**config.mk**
```make
export PLATFORM = sky130hd
export DESIGN_NAME = bpad_top
export DESIGN_NICKNAME = d
export VERILOG_FILES = /design/src/hw/bpad_pkg.sv /design/src/hw/bpad_top.sv
export SDC_FILE = /design/constraint.sdc
export NUM_CORES = 1
export LEC_CHECK = 0
export BUFFER_PORTS_ARGS = -buffer_cell sky130_fd_sc_hd__buf_2
export CAP_MARGIN = 10
export CORE_UTILIZATION = 50
export CTS_CLUSTER_DIAMETER = 120
export DETAILED_ROUTE_END_ITERATION = 8
export MAX_ROUTING_LAYER = met4
export PLACE_DENSITY = 0.77
export SLEW_MARGIN = 25
export SYNTH_ARGS = -nofsm -noshare
export SYNTH_HDL_FRONTEND = slang
export SYNTH_SLANG_ARGS = --single-unit
```
**constraint.sdc**
```tcl
create_clock -name pclk -period 2.05 [get_ports pclk]
set_input_delay 0.3075 -clock pclk [delete_from_list [all_inputs] [get_ports pclk]]
set_output_delay 0.3075 -clock pclk [all_outputs]
set_load 0.02 [all_outputs]
```
**src/hw/bpad_pkg.sv**
```systemverilog
package bpad_pkg;
   // register byte addresses
   localparam logic [7:0] BPAD_DBR_ADDR  = 8'h00; // deadband / restart ctrl
   localparam logic [7:0] BPAD_ASD_ADDR  = 8'h04; // auto-shutdown ctrl
   localparam logic [7:0] BPAD_OCTL_ADDR = 8'h08; // polarity and pin enables
   localparam logic [7:0] BPAD_STAT_ADDR = 8'h0c; // live status, read only
   // field positions
   localparam int BPAD_RESTART_BIT = 7;  // auto_restart_en in dbr
   localparam int BPAD_DBC_MSB     = 6;  // deadband_count [6:0]
   localparam int BPAD_FLAG_BIT    = 7;  // shutdown_event_flag in asd
   localparam int BPAD_SRC_MSB     = 6;  // shutdown_source_sel [6:4]
   localparam int BPAD_SRC_LSB     = 4;
   localparam int BPAD_AC_MSB      = 3;  // pair_ac_safe_state [3:2]
   localparam int BPAD_AC_LSB      = 2;
   localparam int BPAD_BD_MSB      = 1;  // pair_bd_safe_state [1:0]
   localparam int BPAD_BD_LSB      = 0;
   localparam int BPAD_POL_MSB     = 1;  // output_polarity_sel [1:0]
   localparam int BPAD_PINEN_LSB   = 2;  // pin_direction_bits [5:2]
   localparam int BPAD_OCTL_W      = 6;
   // reset values
   localparam logic [7:0] BPAD_DBR_RST  = 8'h00;
   localparam logic [7:0] BPAD_ASD_RST  = 8'h00;
   localparam logic [5:0] BPAD_OCTL_RST = 6'h00;
   // shutdown source selector codes
   localparam logic [2:0] BPAD_SRC_OFF   = 3'h0;
   localparam logic [2:0] BPAD_SRC_C1    = 3'h1;
   localparam logic [2:0] BPAD_SRC_C2    = 3'h2;
   localparam logic [2:0] BPAD_SRC_C12   = 3'h3;
   localparam logic [2:0] BPAD_SRC_F     = 3'h4;
   localparam logic [2:0] BPAD_SRC_FC1   = 3'h5;
   localparam logic [2:0] BPAD_SRC_FC2   = 3'h6;
   localparam logic [2:0] BPAD_SRC_FC12  = 3'h7;
   // bridge lanes: a, b, c, d
   localparam int BPAD_LANES = 4;
endpackage

```
**src/hw/bpad_top.sv**
```systemverilog
`timescale 1ns/10ps
module bpad_top #(
   parameter int ADDR_W = 8
) (
   input  wire logic                pclk,
   input  wire logic                presetn,
   input  wire logic                psel,
   input  wire logic                penable,
   input  wire logic                pwrite,
   input  wire logic [ADDR_W-1:0]   paddr,
   input  wire logic [31:0]         pwdata,
   output logic      [31:0]         prdata,
   output logic                     pready,
   output logic                     pslverr,
   input  wire logic                cmp1_in,
   input  wire logic                cmp2_in,
   input  wire logic                fault_in_n,
   input  wire logic                period_start,
   input  wire logic [bpad_pkg::BPAD_LANES-1:0] pwm_raw,
   input  wire logic                sleep_in,
   output logic                     bridge_out_a,
   output logic                     bridge_out_a_oe,
   output logic                     bridge_out_b,
   output logic                     bridge_out_b_oe,
   output logic                     bridge_out_c,
   output logic                     bridge_out_c_oe,
   output logic                     bridge_out_d,
   output logic                     bridge_out_d_oe
);
   import bpad_pkg::*;

   typedef struct packed {
      logic [7:0]                       dbr;
      logic [7:0]                       asd;
      logic [BPAD_OCTL_W-1:0]           octl;
      logic                             safe;
      logic [BPAD_LANES-1:0]            raw_prev;
      logic [BPAD_LANES-1:0][6:0]       cnt;
      logic [BPAD_LANES-1:0]            out;
      logic [BPAD_LANES-1:0]            oe;
      logic                             pready;
      logic                             pslverr;
      logic [31:0]                      prdata;
   } bpad_state_t;

   bpad_state_t s_q;
   bpad_state_t s_d;

   // selected shutdown condition from the source selector
   function automatic logic bpad_cond(input logic [2:0] sel,
                                      input logic c1,
                                      input logic c2,
                                      input logic f_n);
      logic c;
      c = 1'b0;
      unique case (sel)
         BPAD_SRC_OFF:  c = 1'b0;
         BPAD_SRC_C1:   c = c1;
         BPAD_SRC_C2:   c = c2;
         BPAD_SRC_C12:  c = c1 | c2;
         BPAD_SRC_F:    c = ~f_n;
         BPAD_SRC_FC1:  c = ~f_n | c1;
         BPAD_SRC_FC2:  c = ~f_n | c2;
         BPAD_SRC_FC12: c = ~f_n | c1 | c2;
      endcase
      return c;
   endfunction

   // safe-state field decode: returns {drive, level}
   function automatic logic [1:0] bpad_safe(input logic [1:0] fld);
      return {~fld[1], fld[0]};
   endfunction

   logic       cond;
   logic       wr_acc;
   logic       rd_acc;
   logic       wr_asd;
   logic       flag_wr1;
   logic       flag_wr0;
   logic [2:0] src_sel;

   // live condition and accepted bus accesses
   assign src_sel  = s_q.asd[BPAD_SRC_MSB:BPAD_SRC_LSB];
   assign cond     = bpad_cond(src_sel, cmp1_in, cmp2_in, fault_in_n);
   assign wr_acc   = psel & penable & s_q.pready & pwrite;
   assign rd_acc   = psel & penable & ~s_q.pready & ~pwrite;
   assign wr_asd   = wr_acc & (paddr[7:0] == BPAD_ASD_ADDR);
   assign flag_wr1 = wr_asd & pwdata[BPAD_FLAG_BIT];
   assign flag_wr0 = wr_asd & ~pwdata[BPAD_FLAG_BIT];

   // next-state logic
   always_comb begin
      logic       auto_clr;
      logic       lane_act;
      logic       rise;
      logic [1:0] sf;
      logic       pair;
      auto_clr = 1'b0;
      lane_act = 1'b0;
      rise     = 1'b0;
      sf       = 2'b00;
      pair     = 1'b0;
      s_d      = s_q;
      if (!sleep_in) begin
         // apb slave: one wait state, answer in the second access cycle
         s_d.pready  = psel & penable & ~s_q.pready;
         s_d.pslverr = 1'b0;
         if (psel && penable && !s_q.pready) begin
            s_d.prdata = 32'h0000_0000;
            unique case (paddr[7:0])
               BPAD_DBR_ADDR:  s_d.prdata = {24'h00_0000, s_q.dbr};
               BPAD_ASD_ADDR:  s_d.prdata = {24'h00_0000, s_q.asd};
               BPAD_OCTL_ADDR: s_d.prdata = {26'h000_0000, s_q.octl};
               BPAD_STAT_ADDR: s_d.prdata = {29'h0000_0000, s_q.safe,
                                             cond, s_q.asd[BPAD_FLAG_BIT]};
               default:        s_d.pslverr = 1'b1;
            endcase
            if (!rd_acc) s_d.prdata = 32'h0000_0000;
         end
         if (wr_acc && paddr[7:0] == BPAD_DBR_ADDR) s_d.dbr = pwdata[7:0];
         if (wr_acc && paddr[7:0] == BPAD_OCTL_ADDR) begin
            s_d.octl = pwdata[BPAD_OCTL_W-1:0];
         end
         if (wr_asd) s_d.asd[BPAD_SRC_MSB:0] = pwdata[BPAD_SRC_MSB:0];
         // shutdown event flag: hardware set wins over every clear
         auto_clr = s_q.dbr[BPAD_RESTART_BIT] & ~cond;
         if (cond) begin
            s_d.asd[BPAD_FLAG_BIT] = 1'b1;
         end else if (flag_wr1) begin
            s_d.asd[BPAD_FLAG_BIT] = 1'b1;
         end else if (flag_wr0 || auto_clr) begin
            s_d.asd[BPAD_FLAG_BIT] = 1'b0;
         end
         // safe hold: released only at a period boundary
         s_d.safe = s_d.asd[BPAD_FLAG_BIT] |
                    (s_q.safe & ~period_start);
         // per-lane deadband and output levels
         for (int i = 0; i < BPAD_LANES; i++) begin
            pair = i[0];                                       // 0: a/c, 1: b/d
            rise = pwm_raw[i] & ~s_q.raw_prev[i];
            s_d.raw_prev[i] = pwm_raw[i];
            if (rise) begin
               s_d.cnt[i] = s_q.dbr[BPAD_DBC_MSB:0];
            end else if (!pwm_raw[i]) begin
               s_d.cnt[i] = 7'h00;
            end else if (s_q.cnt[i] != 7'h00) begin
               s_d.cnt[i] = s_q.cnt[i] - 7'h01;
            end
            lane_act = pwm_raw[i] & (s_d.cnt[i] == 7'h00);
            sf = pair ? bpad_safe(s_d.asd[BPAD_BD_MSB:BPAD_BD_LSB])
                      : bpad_safe(s_d.asd[BPAD_AC_MSB:BPAD_AC_LSB]);
            if (s_d.safe) begin
               s_d.out[i] = sf[0];
               s_d.oe[i]  = sf[1] & s_d.octl[BPAD_PINEN_LSB+i];
            end else begin
               s_d.out[i] = lane_act ^ s_d.octl[pair];
               s_d.oe[i]  = s_d.octl[BPAD_PINEN_LSB+i];
            end
         end
      end
   end

   // single state register; sleep leaves it untouched
   always_ff @(posedge pclk or negedge presetn) begin
      if (!presetn) begin
         s_q <= '0;
      end else begin
         s_q <= s_d;
      end
   end

   // outputs straight from the state register
   assign prdata          = s_q.prdata;
   assign pready          = s_q.pready;
   assign pslverr         = s_q.pslverr;
   assign bridge_out_a    = s_q.out[0];
   assign bridge_out_a_oe = s_q.oe[0];
   assign bridge_out_b    = s_q.out[1];
   assign bridge_out_b_oe = s_q.oe[1];
   assign bridge_out_c    = s_q.out[2];
   assign bridge_out_c_oe = s_q.oe[2];
   assign bridge_out_d    = s_q.out[3];
   assign bridge_out_d_oe = s_q.oe[3];

   // checks on flag, hold and output behaviour
   a_flag_on_cond: assert property (@(posedge pclk) disable iff (!presetn)
      cond && !sleep_in |=> s_q.asd[BPAD_FLAG_BIT] && s_q.safe)
      else $error("flag or hold missing after shutdown condition");

   a_zero_sel_off: assert property (@(posedge pclk) disable iff (!presetn)
      src_sel == BPAD_SRC_OFF |-> !cond)
      else $error("condition seen with sources disabled");

   a_fault_low: assert property (@(posedge pclk) disable iff (!presetn)
      src_sel[2] && !fault_in_n |-> cond)
      else $error("low fault input not treated as shutdown");

   a_hold_period: assert property (@(posedge pclk) disable iff (!presetn)
      s_q.safe && !period_start |=> s_q.safe)
      else $error("hold released away from a period boundary");

   a_resume_edge: assert property (@(posedge pclk) disable iff (!presetn)
      $fell(s_q.safe) |-> $past(period_start)
                          && !s_q.asd[BPAD_FLAG_BIT])
      else $error("resume not at a period start");

   a_write_block: assert property (@(posedge pclk) disable iff (!presetn)
      flag_wr0 && cond && !sleep_in |=> s_q.asd[BPAD_FLAG_BIT])
      else $error("flag cleared while condition active");

   a_auto_clear: assert property (@(posedge pclk) disable iff (!presetn)
      s_q.asd[BPAD_FLAG_BIT] && s_q.dbr[BPAD_RESTART_BIT] && !cond
      && !flag_wr1 && !sleep_in |=> !s_q.asd[BPAD_FLAG_BIT])
      else $error("auto restart did not clear flag");

   a_manual_hold: assert property (@(posedge pclk) disable iff (!presetn)
      s_q.asd[BPAD_FLAG_BIT] && !s_q.dbr[BPAD_RESTART_BIT]
      && !flag_wr0 |=> s_q.asd[BPAD_FLAG_BIT])
      else $error("flag cleared without software");

   a_force_write: assert property (@(posedge pclk) disable iff (!presetn)
      flag_wr1 && !sleep_in |=> s_q.asd[BPAD_FLAG_BIT] ##0 s_q.safe)
      else $error("software force did not shut down");

   a_ac_safe_lvl: assert property (@(posedge pclk) disable iff (!presetn)
      s_q.safe |-> bridge_out_a_oe == (!s_q.asd[BPAD_AC_MSB]
                    && s_q.octl[BPAD_PINEN_LSB])
                   && bridge_out_a == s_q.asd[BPAD_AC_LSB])
      else $error("pin a not at its safe level");

   a_bd_safe_lvl: assert property (@(posedge pclk) disable iff (!presetn)
      s_q.safe |-> bridge_out_d_oe == (!s_q.asd[BPAD_BD_MSB]
                    && s_q.octl[BPAD_PINEN_LSB+3])
                   && bridge_out_d == s_q.asd[BPAD_BD_LSB])
      else $error("pin d not at its safe level");

   a_deadband_lo: assert property (@(posedge pclk) disable iff (!presetn)
      !s_q.safe && s_q.cnt[0] != 7'h00 |->
      bridge_out_a == s_q.octl[0])
      else $error("pin a active during deadband");

   a_sleep_hold: assert property (@(posedge pclk) disable iff (!presetn)
      sleep_in |=> $stable(s_q.out) && $stable(s_q.oe))
      else $error("outputs changed during sleep");

   // bus handshake: one wait state, one-cycle answer
   a_pready_pulse: assert property (@(posedge pclk)
      disable iff (!presetn) pready && !sleep_in |=> !pready)
      else $error("ready held longer than one cycle");

   a_pready_wait: assert property (@(posedge pclk)
      disable iff (!presetn)
      psel && penable && !pready && !sleep_in |=> pready)
      else $error("access phase not answered");

   a_idle_quiet: assert property (@(posedge pclk)
      disable iff (!presetn) !psel && !sleep_in |=> !pready)
      else $error("ready without a selected transfer");

   a_err_no_data: assert property (@(posedge pclk)
      disable iff (!presetn) pready && pslverr |-> prdata == 32'h0)
      else $error("error answer carries data");

   a_write_dbr: assert property (@(posedge pclk)
      disable iff (!presetn)
      wr_acc && paddr[7:0] == BPAD_DBR_ADDR && !sleep_in
      |=> s_q.dbr == $past(pwdata[7:0]))
      else $error("deadband register write lost");

   a_sleep_regs: assert property (@(posedge pclk)
      disable iff (!presetn)
      sleep_in |=> $stable(s_q.asd) && $stable(s_q.dbr))
      else $error("registers changed during sleep");

   a_flag_keeps: assert property (@(posedge pclk)
      disable iff (!presetn) s_q.asd[BPAD_FLAG_BIT] |-> s_q.safe)
      else $error("flag set without output hold");

   a_hold_rise: assert property (@(posedge pclk)
      disable iff (!presetn) $rose(s_q.safe) |-> s_q.asd[BPAD_FLAG_BIT])
      else $error("hold entered without event flag");

   a_off_no_set: assert property (@(posedge pclk)
      disable iff (!presetn)
      src_sel == BPAD_SRC_OFF && !flag_wr1 && !s_q.asd[BPAD_FLAG_BIT]
      && !sleep_in |=> !s_q.asd[BPAD_FLAG_BIT])
      else $error("flag set with sources disabled");

   a_cmp1_only: assert property (@(posedge pclk)
      disable iff (!presetn) src_sel == BPAD_SRC_C1 |-> cond == cmp1_in)
      else $error("comparator one selection wrong");

   a_fault_only: assert property (@(posedge pclk)
      disable iff (!presetn) src_sel == BPAD_SRC_F |-> cond == !fault_in_n)
      else $error("fault-only selection wrong");

   a_b_safe_lvl: assert property (@(posedge pclk)
      disable iff (!presetn)
      s_q.safe |-> bridge_out_b_oe == (!s_q.asd[BPAD_BD_MSB]
                    && s_q.octl[BPAD_PINEN_LSB+1])
                   && bridge_out_b == s_q.asd[BPAD_BD_LSB])
      else $error("pin b not at its safe level");

   a_c_safe_lvl: assert property (@(posedge pclk)
      disable iff (!presetn)
      s_q.safe |-> bridge_out_c_oe == (!s_q.asd[BPAD_AC_MSB]
                    && s_q.octl[BPAD_PINEN_LSB+2])
                   && bridge_out_c == s_q.asd[BPAD_AC_LSB])
      else $error("pin c not at its safe level");

   a_deadband_d: assert property (@(posedge pclk)
      disable iff (!presetn)
      !s_q.safe && s_q.cnt[3] != 7'h00 |-> bridge_out_d == s_q.octl[1])
      else $error("pin d active during deadband");

   a_pin_dir_a: assert property (@(posedge pclk)
      disable iff (!presetn)
      !s_q.octl[BPAD_PINEN_LSB] |-> !bridge_out_a_oe)
      else $error("pin a driven while set as input");

   a_pin_dir_b: assert property (@(posedge pclk)
      disable iff (!presetn)
      !s_q.octl[BPAD_PINEN_LSB+1] |-> !bridge_out_b_oe)
      else $error("pin b driven while set as input");

   a_norm_oe_d: assert property (@(posedge pclk)
      disable iff (!presetn)
      !s_q.safe |-> bridge_out_d_oe == s_q.octl[BPAD_PINEN_LSB+3])
      else $error("pin d drive enable wrong in normal run");
endmodule

```
Word-level counts from Yosys, hierarchy flattened. Index checks and enable logic that the tools add are counted.

Logic and storage cells: 131. Output and inout port bits: 42. Register bits after elaboration: 97.

Equal/unequal tests: 10. Reductions and logical operators: 21. Add/sub/neg operators: 4. Mux-type cells: 37. Bitwise gates (word level): 44.

Operators with widths (number): 7-bit two-way mux (18); 33-bit two-way mux (1); 32-bit two-way mux (1); 8-bit case mux with 4 select lines (1); 7-bit logical NOT (4); 7-bit nonzero test (4); 7-bit by 1-bit subtractor with 7-bit output (second input constant) (4); 1-bit bitwise AND (22); 8-bit by 4-bit equality test with 1-bit output (second input constant) (2); 1-bit two-way mux (13); 1-bit inverter (13); 3-bit equality test (second input constant) (4); 6-bit two-way mux (2); 8-bit by 3-bit equality test with 1-bit output (second input constant) (1); 8-bit logical NOT (1); 1-bit case mux with 8 select lines (1); 3-bit by 2-bit equality test with 1-bit output (second input constant) (2); 2-bit AND reduction (3); 1-bit bitwise OR (5); 1-bit logical AND (4); 4-bit OR reduction (1); 1-bit XOR (4); 3-bit by 1-bit equality test with 1-bit output (second input constant) (1); 3-bit logical NOT (1); 3 further kinds (3).

Depth between registers and ports, before layout. Gate-level depths: netlist of the first run.

Depth after elaboration: 13. Mapped depth: 9.

Worst setup path before layout of the first run. OpenSTA, ideal clock, no wires.

Kind: reg-to-reg. Start point: reg s_q[65] (netlist bit). End point: reg s_q, in the netlist bridge_out_d. Arrival time: 2.019 ns. Cell stages (with the launch flop): 8. Clock period less this slack: 2.101 ns. Setup slack: -0.051 ns. Buffers on the path: 1. Path through: dfrtp_1 -> or4_1 -> buf_2 -> or4_1 -> a31oi_1 -> a2111oi_2 -> xor2_1 -> a22oi_2.

Cells in the longest elaborated chain, start to end: 9.

Ends and longest elaborated chain: start: declaration (line bpad_top.sv:46) `bpad_state_t s_q;`; start signal: assignment (line bpad_top.sv:166) `s_q <= '0;`; start signal: assignment (line bpad_top.sv:168) `s_q <= s_d;`; 7-bit by 1-bit subtractor with 7-bit output / 7-bit nonzero test (equally long branches) (line bpad_top.sv:147, bpad_top.sv:146); 7-bit two-way mux (*) (line bpad_top.sv:146) `end else if (s_q.cnt[i] != 7'h00) begin`; 7-bit two-way mux (*) (line bpad_top.sv:144) `end else if (!pwm_raw[i]) begin`; 7-bit two-way mux (*) (line bpad_top.sv:142) `if (rise) begin`; 7-bit two-way mux (*) (line bpad_top.sv:104) `if (!sleep_in) begin`; 7-bit logical NOT (*) (line bpad_top.sv:149) `lane_act = pwm_raw[i] & (s_d.cnt[i] == 7'h00);`; 1-bit bitwise AND (*) (line bpad_top.sv:149); 1-bit XOR (*) (line bpad_top.sv:156) `s_d.out[i] = lane_act ^ s_d.octl[pair];`; 1-bit two-way mux (*) (line bpad_top.sv:152) `if (s_d.safe) begin`.

Mark *: on every way between the ends. The rest lies on a longest branch, timed or not. The select of a mux whose other input is x is not followed. A chain may end at the register's enable or synchronous reset.

Final worst setup path of the first run.
Start point: reg s_q[60] (netlist bit). End point: reg s_q[62] (netlist bit).

Cells in the longest elaborated chain, start to end: 5.

Ends and longest elaborated chain (line): 7-bit by 1-bit subtractor with 7-bit output / 7-bit nonzero test (equally long branches) (bpad_top.sv:147, bpad_top.sv:146); 7-bit two-way mux (*) (bpad_top.sv:146); 7-bit two-way mux (*) (bpad_top.sv:144); 7-bit two-way mux (*) (bpad_top.sv:142); 7-bit two-way mux (*) (bpad_top.sv:104).

Marks and branches as above.

==> metrics.md, run 1 <==
| Metric | Value |
|---|---|
| Crit Path Max Fanout | 4 |
| Vias in the first global route | roughly 4300 |
| Max Buffers Root-to-Sink | 2 |
| Mean Syn Cell Area | 9.08 um2 |
| Core area | 0.00924 mm2 |
| TritonCTS clock tree | yes |
| Gpl congestion | ~0.9 |
| Antenna Nets Post-Route | 0 |
| Minimum clock period | roughly 2200 ps |
| Die ar. | 0.00991 mm2 |
| Synth warnings | 0 |
| Layout cells sized above 1 | 31.5% |
| Antenna Cells | 0 |
| RSZ-0062 raised after global routing | true |
| Seq/Total Area, Yosys | around two fifths |
| Total power | a little under 7 mW |
| DR vias/cell | between 5 and 6 |
| CP Data Required Time | 2350 ps |
| Iteration-0 DRC Markers | about 350 |
| Place WS | -144 ps |
| PnR worst setup slack | -101 ps |
| Area growth, synth to finish | 22.8% |
| Worst path max stage delay | 580 ps |
| Area of the mapped netlist | about 0.0048 mm2 |
| Clock Latency Late Sink | 360 ps |
| Post-synth EDFFs | 0 |
| Endpoint type of the worst setup path | flip-flop |
| Die Ht | 99.6 um |
| Count leader, synth | dfrtp_1 |
| CP cell instances | or4_4 -> or4_4 -> a31oi_4 -> buf_4 -> buf_6 -> buf_6 -> a22o_1 |
| Remaining DRCs | 0 |
| Sink Count | 73 |
| H-Tree Depth | 3 |
| Arr. time, crit path | between 2000 and 2500 ps |
| Initial core utilization | roughly 51% |
| R2r setup slk | -100 ps |
| Num CTS Buffers | 9 |
| Finish-stage setup viols | 6 |
| Post-synth top flop | dfrtp_1 |
| Status | finished, violations left |
| Wirelength per Cell | approximately 17 um |
| Fillcell total | between 700 and 800 |
| TNS Setup | -371 ps |
| Max-slew violations | 0 |
| Reg with most FFs | s_q |
| Final period util | 105% |
| VDD IR max | ~650 uV |
| Hold Crit Endpoint | s_q[87]$_DFFE_PN0P_ |
| Distinct cells, synth | 71 |
| Post-synth ARST share | 100% |
| Setup crit start kind | flip-flop |
| CP delay by family, top | simple AND/OR/NAND/NOR gates |
| Buf/Inv on CP | 3 |
| Hpwl dp | about 9.2 mm |
| Hold Vio Cnt, Final | 0 |
| Flops & latches, synth | between 70 and 80 |
| Final wirelength | ~13 mm |
| Slew headroom | approximately 63% |
| Worst-margin pin slew | ~540 ps |
| Failing checks | negative setup slack |
| Slowest cell on the critical path | or4_4 |
| R2R Path Start | s_q[60]$_DFFE_PN0N_ |
| Largest register FFs | 55 |
| First-pass DRT Iterations | 6 |
| Antenna violations before repair | 0 |
| Largest net degree at the start of global routing | 74 |
| Global-route wire length before repair | between 20 and 25 mm |
| Hold/Removal Path Class | in -> reg |
| I/O pins | 96 |
| Area contributors post-synth | dfrtp_1, o21ai_0, mux2_2 |
| MaxCap Viol Count | 0 |
| Kind of critical path | reg -> reg |
| Total track usage | between 20% and 30% |
| Clk root buf | clkbuf_8 |
| List of most frequent post-synthesis cells | dfrtp_1, o21ai_0, nand2_1, nor2_1, buf_4 |
| Hold Path Origin | pwdata[6] |
| PwrDens | 1170 mW/mm2 |
| Post-synth top area share | about two fifths |
| Remaining Overflow, GRT | 0 |
| Leakage | 2.72 nW |
| Area leader, netlist | dfrtp_1 |
| Number of port buffers | 47 |
| Total number of vias | ~4500 |
| Cells after Synth | about 520 |
| Final #Nets | between 600 and 700 |
| FF-to-FF End | s_q[62]$_DFFE_PN0N_ |
| Worst-path clk slew | about 90 ps |
| Setup Skew | about 12 ps |
| Die X | about 100 um |
| Cells on worst reg2reg path | 7 |
| # rows | 35 |
| Hold path depth | 2 |
| Max Freq | around 0.46 GHz |
[through the flow]
stage          utilization [%]  area [um2]  std cells  hold slack (ps)
2_1_floorplan                -        4850        547             11.9
3_3_place_gp              58.0        5360        726              368
3_5_place_dp              58.0        5360        726              373
4_1_cts                   61.2        5660        744              201
5_1_grt                   63.2        5840        749              213
6_report                  63.2        5840        749              210
[repair_timing]
action / CTS / global route
setup buffers: 1 / 6
resized for setup: 14 / 34
endpoints found under the setup margin: 7 / 11
pin swaps: 4 / 19
hold buffers: 1 / 0
hold endpoints to repair: 68 / 0
gates cloned: 0 / 0
[power by group]
group	switching (mW)	total [mW]	internal [mW]	leakage, nW
clock network	0.636	1.22	0.584	0.0988
logic	1.97	3.68	1.71	1.63
registers	0.285	1.93	1.65	0.991
total	2.89	6.83	3.94	2.72
[per-layer routing]
| metal | GRT usage [%] | up-vias | share of wire (%) |
|---|---|---|---|
| met5 | - | - | 0 |
| met4 | 12.3 | 0 | 3.2 |
| met3 | 4.57 | 45 | 6.8 |
| met2 | 44.7 | 215 | 49 |
| met1 | 34.4 | 2147 | 41 |
| li1 | - | 2051 | - |
[cells in the final DEF, fill, tap and decap left out, types with 10 or more instances in the layout]
cell / instances
mux2_2: 23
buf_4: 60
nor2b_1: 10
a21oi_1: 16
buf_2: 47
nor2_1: 34
o21ai_0: 46
inv_1: 19
nor3_1: 10
conb_1: 24
mux2i_1: 13
nand2_1: 48
dfrtp_1: 73
[how the worst max path moves through the flow]
stage / start / to / slack [ps] / depth (start not counted)
2_1_floorplan: s_q[65]$_DFFE_PN0N_ / bridge_out_d$_DFFE_PN0N_ / -20 / 7
3_3_place_gp: s_q[94]$_DFFE_PN0P_ / bridge_out_a$_DFFE_PN0N_ / -130 / 5
3_5_place_dp: s_q[94]$_DFFE_PN0P_ / bridge_out_a$_DFFE_PN0N_ / -140 / 5
4_1_cts: s_q[58]$_DFFE_PN0N_ / bridge_out_c$_DFFE_PN0N_ / -60 / 6
5_1_grt: s_q[60]$_DFFE_PN0N_ / bridge_out_c$_DFFE_PN0N_ / -180 / 6
6_report: s_q[60]$_DFFE_PN0N_ / s_q[62]$_DFFE_PN0N_ / -100 / 7
[cells by family after synthesis]
| logic type | share of synthesized area (%) |
|---|---|
| other cells | 0.0788 |
| fa+ha+maj | 2.10 |
| buf+inv | 8.84 |
| simple gates | 18.1 |
| flops | 38.4 |
| mux | 9.12 |
| xor+xnor | 2.02 |
| compound gates | 21.3 |
[worst reg2reg max path: cells and delay by family, from the launching register on]
family / cells / cell delay [ps]
and+or+nand+nor: 2 / 1040
DFF: 1 / 390
AOI/OAI and AO/OA: 2 / 340
buffers and inverters: 3 / 320
[area by class of cell]
type | instances | area, um2 | share of cell area, %
timing repair buffer | 113 | 761 | 13.0
clock inverter | 7 | 82.6 | 1.41
tap | 129 | 161 | 2.76
sequential | 73 | 1830 | 31.3
clock buffer | 9 | 124 | 2.12
inverter | 21 | 78.8 | 1.35
multi-input combinational | 397 | 2810 | 48.1
Power figures use the tool's default switching activity.
==> inputs of run 2 (changes only) <==
--- a/config.mk
+++ b/config.mk
@@ -7,9 +7,11 @@
 export LEC_CHECK = 0
 export BUFFER_PORTS_ARGS = -buffer_cell sky130_fd_sc_hd__buf_2
 export CAP_MARGIN = 10
+export CORE_MARGIN = 2
 export CORE_UTILIZATION = 50
 export CTS_CLUSTER_DIAMETER = 120
 export DETAILED_ROUTE_END_ITERATION = 8
+export GPL_TIMING_DRIVEN = 0
 export MAX_ROUTING_LAYER = met4
 export PLACE_DENSITY = 0.77
 export SLEW_MARGIN = 25
==> run 2 against run 1 <==
The run still ends with negative setup slack left; total power is 2.6% lower; fmax shrank 0.46%; clock-buffer cell count is the same; cell count rose by 1.2%; global-route usage decreased by 1.4 points; register-to-register slack is essentially flat; routed wire length is 2.7% higher; via count rose by 0.83%; cell area shrank 0.26%; first-iteration DRC count grew 7.8%; utilization is 0.16 points lower; critical path depth is the same; critical endpoint is now bridge_out_c$_DFFE_PN0N_; largest cell class unchanged; largest power group unchanged.
==> metrics.md, run 2 (same netlist as run 1, synthesis figures left out) <==
| Metric | Value |
|---|---|
| Place WS | -422 ps |
| RSZ-0062 raised after global routing | true |
| First-pass DRT Iterations | 5 |
| Clk root buf | clkbuf_8 |
| Finish-stage setup viols | 5 |
| Worst-path clk slew | around 100 ps |
| Cells on worst reg2reg path | 7 |
| Slew headroom | 54.3% |
| Sink Count | between 70 and 80 |
| Commonest cells after routing, fill and taps aside | dfrtp_1, buf_4, o21ai_0 |
| Num CTS Buffers | 9 |
| CP delay by family, top | simple AND/OR/NAND/NOR gates |
| Endpoint type of the worst setup path | flip-flop |
| Max Freq | 0.463 GHz |
| Minimum clock period | approximately 2200 ps |
| CP Data Required Time | around 2300 ps |
| Setup crit start kind | flip-flop |
| Leakage | between 2 and 3 nW |
| Max Buffers Root-to-Sink | 2 |
| R2R Path Start | s_q[59]$_DFFE_PN0N_ |
| Clock Latency Late Sink | 350 ps |
| Critical path depth | 7 |
| P_sw | ~2.9 mW |
| Largest register FFs | 55 |
| Vias in the first global route | about 4000 |
| Total track usage | between 20% and 30% |
| Failing checks | negative setup slack |
| TNS Setup | -321 ps |
| Hold Path Origin | pwdata[6] |
| Number of port buffers | 46 |
| Slowest cell on the critical path | or4_4 |
| PwrDens | ~1100 mW/mm2 |
| Global-route wire length before repair | between 20 and 25 mm |
| Wirelength per Cell | about 18 um |
| Total number of vias | 4495 |
| H-Tree Depth | 3 |
| Net Sw Frac | a little over two fifths |
| Seq pwr share | between 20% and 30% |
| Die ar. | just over 0.01 mm2 |
| Hold path depth | 2 |
| Max-slew violations | 0 |
| Crit Path Max Fanout | 10 |
| Total power | 6.66 mW |
| Worst path most repeated cell | or4_4 |
| Setup Skew | roughly 19 ps |
| Die Ht | just over 100 um |
| Core area | about 0.009 mm2 |
| TritonCTS clock tree | yes |
| Worst-margin pin slew | ~700 ps |
| Hpwl dp | 9.00 mm |
| Antenna violations before repair | 0 |
| MaxCap Viol Count | 0 |
| Combinational power share | a little over half |
| # rows | 35 |
| Reg with most FFs | s_q |
| Final period util | 105% |
| CP cell instances | buf_6 -> or4_4 -> or4_4 -> a31oi_4 -> nor4_2 -> and3b_1 -> a211oi_2 |
| Final #Nets | between 600 and 700 |
| I/O pins | 96 |
| Die X | 102 um |
| Remaining Overflow, GRT | 0 |
| Hold Vio Cnt, Final | 0 |
| Clock power frac | 16.3% |
| Worst path max stage delay | ~550 ps |
| Antenna Nets Post-Route | 0 |
| Initial core utilization | around 50% |
| Remaining DRCs | 0 |
| Hold/Removal Path Class | in -> reg |
| P_int | around 3.8 mW |
| Buf/Inv on CP | 1 |
| PnR worst setup slack | -111 ps |
| Final wirelength | approximately 13 mm |
| DR vias/cell | between 5 and 6 |
| Largest net degree at the start of global routing | 41 |
| Gpl congestion | between 0.9 and 1 |
| Layout cells sized above 1 | approximately 30% |
| Status | finished, violations left |
| Commonest non-fill, non-tap cell in the layout | dfrtp_1 |
| Area growth, synth to finish | 22.5% |
| Arr. time, crit path | between 2000 and 2500 ps |
| Kind of critical path | reg -> reg |
| Iteration-0 DRC Markers | about 370 |
| Critical path launch point | s_q[59]$_DFFE_PN0N_ |
| VDD IR max | a little under 600 uV |
## run 2: changes by cell type in the layout (fill, tap and decap cells not counted), sizes merged
cell / before / now
clkbuf: 9 / 24
bufinv: 1 / 0
buf: 112 / 105
diode: 0 / 1
clkinvlp: 2 / 3
## run 2: metrics by stage
step | hold WS (ps) | instances | utilization, % | area (um2)
global route | 196 | 757 | 63.1 | 5830
floorplan | 11.9 | 547 | - | 4850
finish | 208 | 758 | 63.1 | 5830
detailed placement | 326 | 723 | 56.9 | 5260
CTS | 194 | 748 | 60.8 | 5610
global placement | 462 | 722 | 56.7 | 5240
## run 2: worst reg2reg max path, cell delays in order (launching register included)
cell and delay, ps:
dfrtp_1 380, buf_6 130, or4_4 550, or4_4 450
a31oi_4 190, nor4_2 70, and3b_1 170, a211oi_2 130
## run 2: layer usage
| layer | track usage [%] | share of wire [%] | vias to the layer above |
|---|---|---|---|
| met5 | - | 0 | - |
| met4 | 8.73 | 2.8 | 0 |
| met3 | 3.59 | 7.0 | 38 |
| li1 | - | - | 2081 |
| met1 | 35.3 | 42 | 2169 |
| met2 | 41.1 | 49 | 207 |
## run 2: path summary, 6_finish.rpt
kind                       slack [ps]                       end
max in group asynchronous         980       s_q[49]$_DFFE_PN0N_
hold reg to reg                   480       pslverr$_DFFE_PN0N_
min in group asynchronous         480       s_q[79]$_DFFE_PN0N_
setup / recovery                 -110  bridge_out_c$_DFFE_PN0N_
setup reg to reg                 -110  bridge_out_c$_DFFE_PN0N_
hold / removal                    210       s_q[95]$_DFFE_PN0P_
## run 2: timing repair
item / in CTS / in global routing
buffers inserted: 9 / 12
endpoints found under the setup margin: 12 / 28
endpoints found under the hold margin: 39 / 0
resized for setup: 23 / 32
pin swaps: 4 / 12
cloned: 0 / 0
hold buffers: 1 / 0
## run 2: layout make-up
cell class / count / area [um2]
Timing Repair Buffer: 69 / 428
Buffer: 52 / 328
Clock inverter: 7 / 60.1
Fill cell: 764 / 3410
Antenna cell: 1 / 2.50
Multi-Input combinational cell: 397 / 2810
Clock buffer: 9 / 124
Sequential cell: 73 / 1840
Tap cell: 129 / 161
Inverter: 21 / 78.8
## run 2: power by group through the flow
| stage | sequential, mW | clock [mW] | combinational [mW] |
|---|---|---|---|
| 6_report | 1.98 | 1.09 | 3.60 |
| 5_1_grt | 2.01 | 1.18 | 3.91 |
| 4_1_cts | 1.95 | 1.09 | 3.07 |
| 3_5_place_dp | 1.95 | 0 | 2.70 |
| 3_3_place_gp | 1.95 | 0 | 2.64 |
| 2_1_floorplan | 1.92 | 0 | 2.13 |
==> inputs of run 3 (changes only) <==
--- a/config.mk
+++ b/config.mk
@@ -11,7 +11,7 @@
 export CORE_UTILIZATION = 50
 export CTS_CLUSTER_DIAMETER = 120
 export DETAILED_ROUTE_END_ITERATION = 8
-export GPL_TIMING_DRIVEN = 0
+export GPL_TIMING_DRIVEN = 1
 export MAX_ROUTING_LAYER = met4
 export PLACE_DENSITY = 0.77
 export SLEW_MARGIN = 25
==> run 3 against run 2 <==
The run still ends with negative setup slack left; non-clock buffer count fell by 8; clock power rose by 10%; fmax rose by 1.8%; total power rose by 1.0%; largest power group unchanged.
==> metrics.md, run 3 (same netlist as run 1, synthesis figures left out) <==
| Metric | Value |
|---|---|
| Antenna violations before repair | 0 |
| Antenna Nets Post-Route | 0 |
| Register area | about 0.0018 mm2 |
| Total track usage | between 20% and 30% |
| Sink Count | 73 |
| Max Freq | 0.471 GHz |
| Worst path most repeated cell | or4_4 |
| PnR worst setup slack | -72.4 ps |
| Leakage | roughly 2.7 nW |
| Clk root buf | clkbuf_8 |
| Hold/Removal Path Class | in -> reg |
| Finished Layout Cells | 749 |
| Initial core utilization | 51.5% |
| DR vias/cell | approximately 5.9 |
| Num CTS Buffers | 9 |
| Fillcell total | around 750 |
| Finish-stage setup viols | 4 |
| # rows | 35 |
| P_int | 3.91 mW |
| Die X | roughly 100 um |
| Final wirelength | ~13 mm |
| Worst-path clk slew | about 90 ps |
| Slowest cell on the critical path | or4_4 |
| Worst-margin pin slew | roughly 500 ps |
| RSZ-0062 raised after global routing | true |
| Arr. time, crit path | approximately 2400 ps |
| First-pass DRT Iterations | 4 |
| P_sw | 2.82 mW |
| Worst path max stage delay | 600 ps |
| Area growth, synth to finish | 21.5% |
| Clock power frac | 17.9% |
| Seq pwr share | between 20% and 30% |
| Max-slew violations | 0 |
| Global-route wire length before repair | ~20 mm |
| Commonest non-fill, non-tap cell in the layout | dfrtp_1 |
| Reg with most FFs | s_q |
| Setup Skew | about 19 ps |
| PwrDens | ~1200 mW/mm2 |
| Final period util | 104% |
| MaxCap Viol Count | 0 |
| Wirelength per Cell | roughly 17 um |
| Total number of vias | roughly 4400 |
| Endpoint type of the worst setup path | flip-flop |
| Antenna Cells | 0 |
| H-Tree Depth | 3 |
| CP cell instances | or4_4 -> or4_4 -> a31oi_4 -> a2111oi_4 -> xor2_1 -> a22oi_2 |
| Failing checks | negative setup slack |
| Gpl congestion | between 0.9 and 1 |
| Final #Nets | just under 700 |
| Vias in the first global route | just over 4000 |
| Die ar. | 0.0103 mm2 |
| Crit Path Max Fanout | 7 |
| Clock Latency Late Sink | ~360 ps |
| Remaining DRCs | 0 |
| Remaining Overflow, GRT | 0 |
| VDD IR max | 613 uV |
| Kind of critical path | reg -> reg |
| Hold Vio Cnt, Final | 0 |
| Core area | approximately 0.009 mm2 |
| TritonCTS clock tree | yes |
| Number of port buffers | 47 |
| Largest register FFs | 55 |
| Net Sw Frac | around two fifths |
| I/O pins | 96 |
| Minimum clock period | 2120 ps |
| Status | finished, violations left |
| Post-layout util | 62.5% |
| Die Ht | around 100 um |
| CP Data Required Time | roughly 2300 ps |
| Hpwl dp | ~8.9 mm |
| Layout cells sized above 1 | between 30% and 40% |
| Slew headroom | roughly 66% |
| Largest net degree at the start of global routing | 74 |
| Max Buffers Root-to-Sink | 2 |
| Combinational power share | between 50% and 60% |
| Iteration-0 DRC Markers | roughly 340 |
| Commonest cells after routing, fill and taps aside | dfrtp_1, buf_4, o21ai_0 |
| Dpl cells | between 700 and 800 |
| Setup crit start kind | flip-flop |
| Multi-input logic area | approximately 0.0028 mm2 |
==> run 3: cell types whose count changed in the layout (fill, tap and decap cells not counted), sizes merged <==
| cell | change |
|---|---|
| clkbuf | -15 |
| buf | +7 |
| clkinvlp | -1 |
| bufinv | +1 |
| diode | -1 |
==> run 3: final timing paths <==
check,startpoint,endpoint,slack (ps),depth (start not counted)
max in group asynchronous,presetn,bridge_out_b$_DFFE_PN0N_,1220,3
min in group asynchronous,presetn,s_q[52]$_DFFE_PN0N_,470,3
hold reg to reg,prdata[1]$_DFFE_PN0P_,prdata[1]$_DFFE_PN0P_,490,1
hold / removal,pwdata[6],s_q[87]$_DFFE_PN0P_,200,2
setup reg to reg,s_q[67]$_DFFE_PN0N_,bridge_out_d$_DFFE_PN0N_,-70,6
setup / recovery,s_q[67]$_DFFE_PN0N_,bridge_out_d$_DFFE_PN0N_,-70,6
==> run 3: critical path, delay by kind of cell (launching register included) <==
family           cells  cell delay, ps
AO/OA/AOI/OAI        3             410
AND/OR/NAND/NOR      2            1050
flip-flops           1             380
XOR/XNOR             1             190
==> run 3: cell type report <==
cell class	count	share of cell area, %
clock buffers	9	2.14
clock inverters	7	1.43
inverters	21	1.36
multi-input cells	397	47.6
flip-flops and latches	73	31.6
well taps	129	2.79
repair buffers	113	13.0
==> run 3: power groups by stage <==
stage,Combinational [mW],Sequential (mW),Clock [mW]
after floorplan,2.13,1.92,0
after global placement,3.15,1.90,0
after detailed placement,3.19,1.91,0
after CTS,3.31,1.90,1.22
after global routing,3.94,1.94,1.29
final,3.61,1.91,1.20
==> run 3: routing by layer <==
metal	wire length, um	share of wire (%)	GRT usage [%]
met2	6130	48	38.5
met1	5570	44	34.9
met4	364	2.9	9.15
met5	0	0	-
met3	704	5.5	5.11
==> run 3: timing repair <==
action	4_1_cts	5_1_grt
buffers inserted	4	2
resized for setup	11	24
hold buffers	1	0
hold endpoints to repair	61	0
pin swaps	3	9
endpoints found under the setup margin	8	12
==> run 3: per-stage QoR <==
stage	TNS, ps	area [um2]	hold slack [ps]	setup WS [ps]	power [mW]
after floorplan	-22.1	4850	11.9	-22.1	4.05
after global placement	-198	5370	363	-105	5.05
after detailed placement	-532	5370	368	-192	5.10
after CTS	-92.7	5670	187	-78.3	6.42
after global routing	-508	5780	184	-127	7.17
final	-118	5780	196	-72.4	6.73
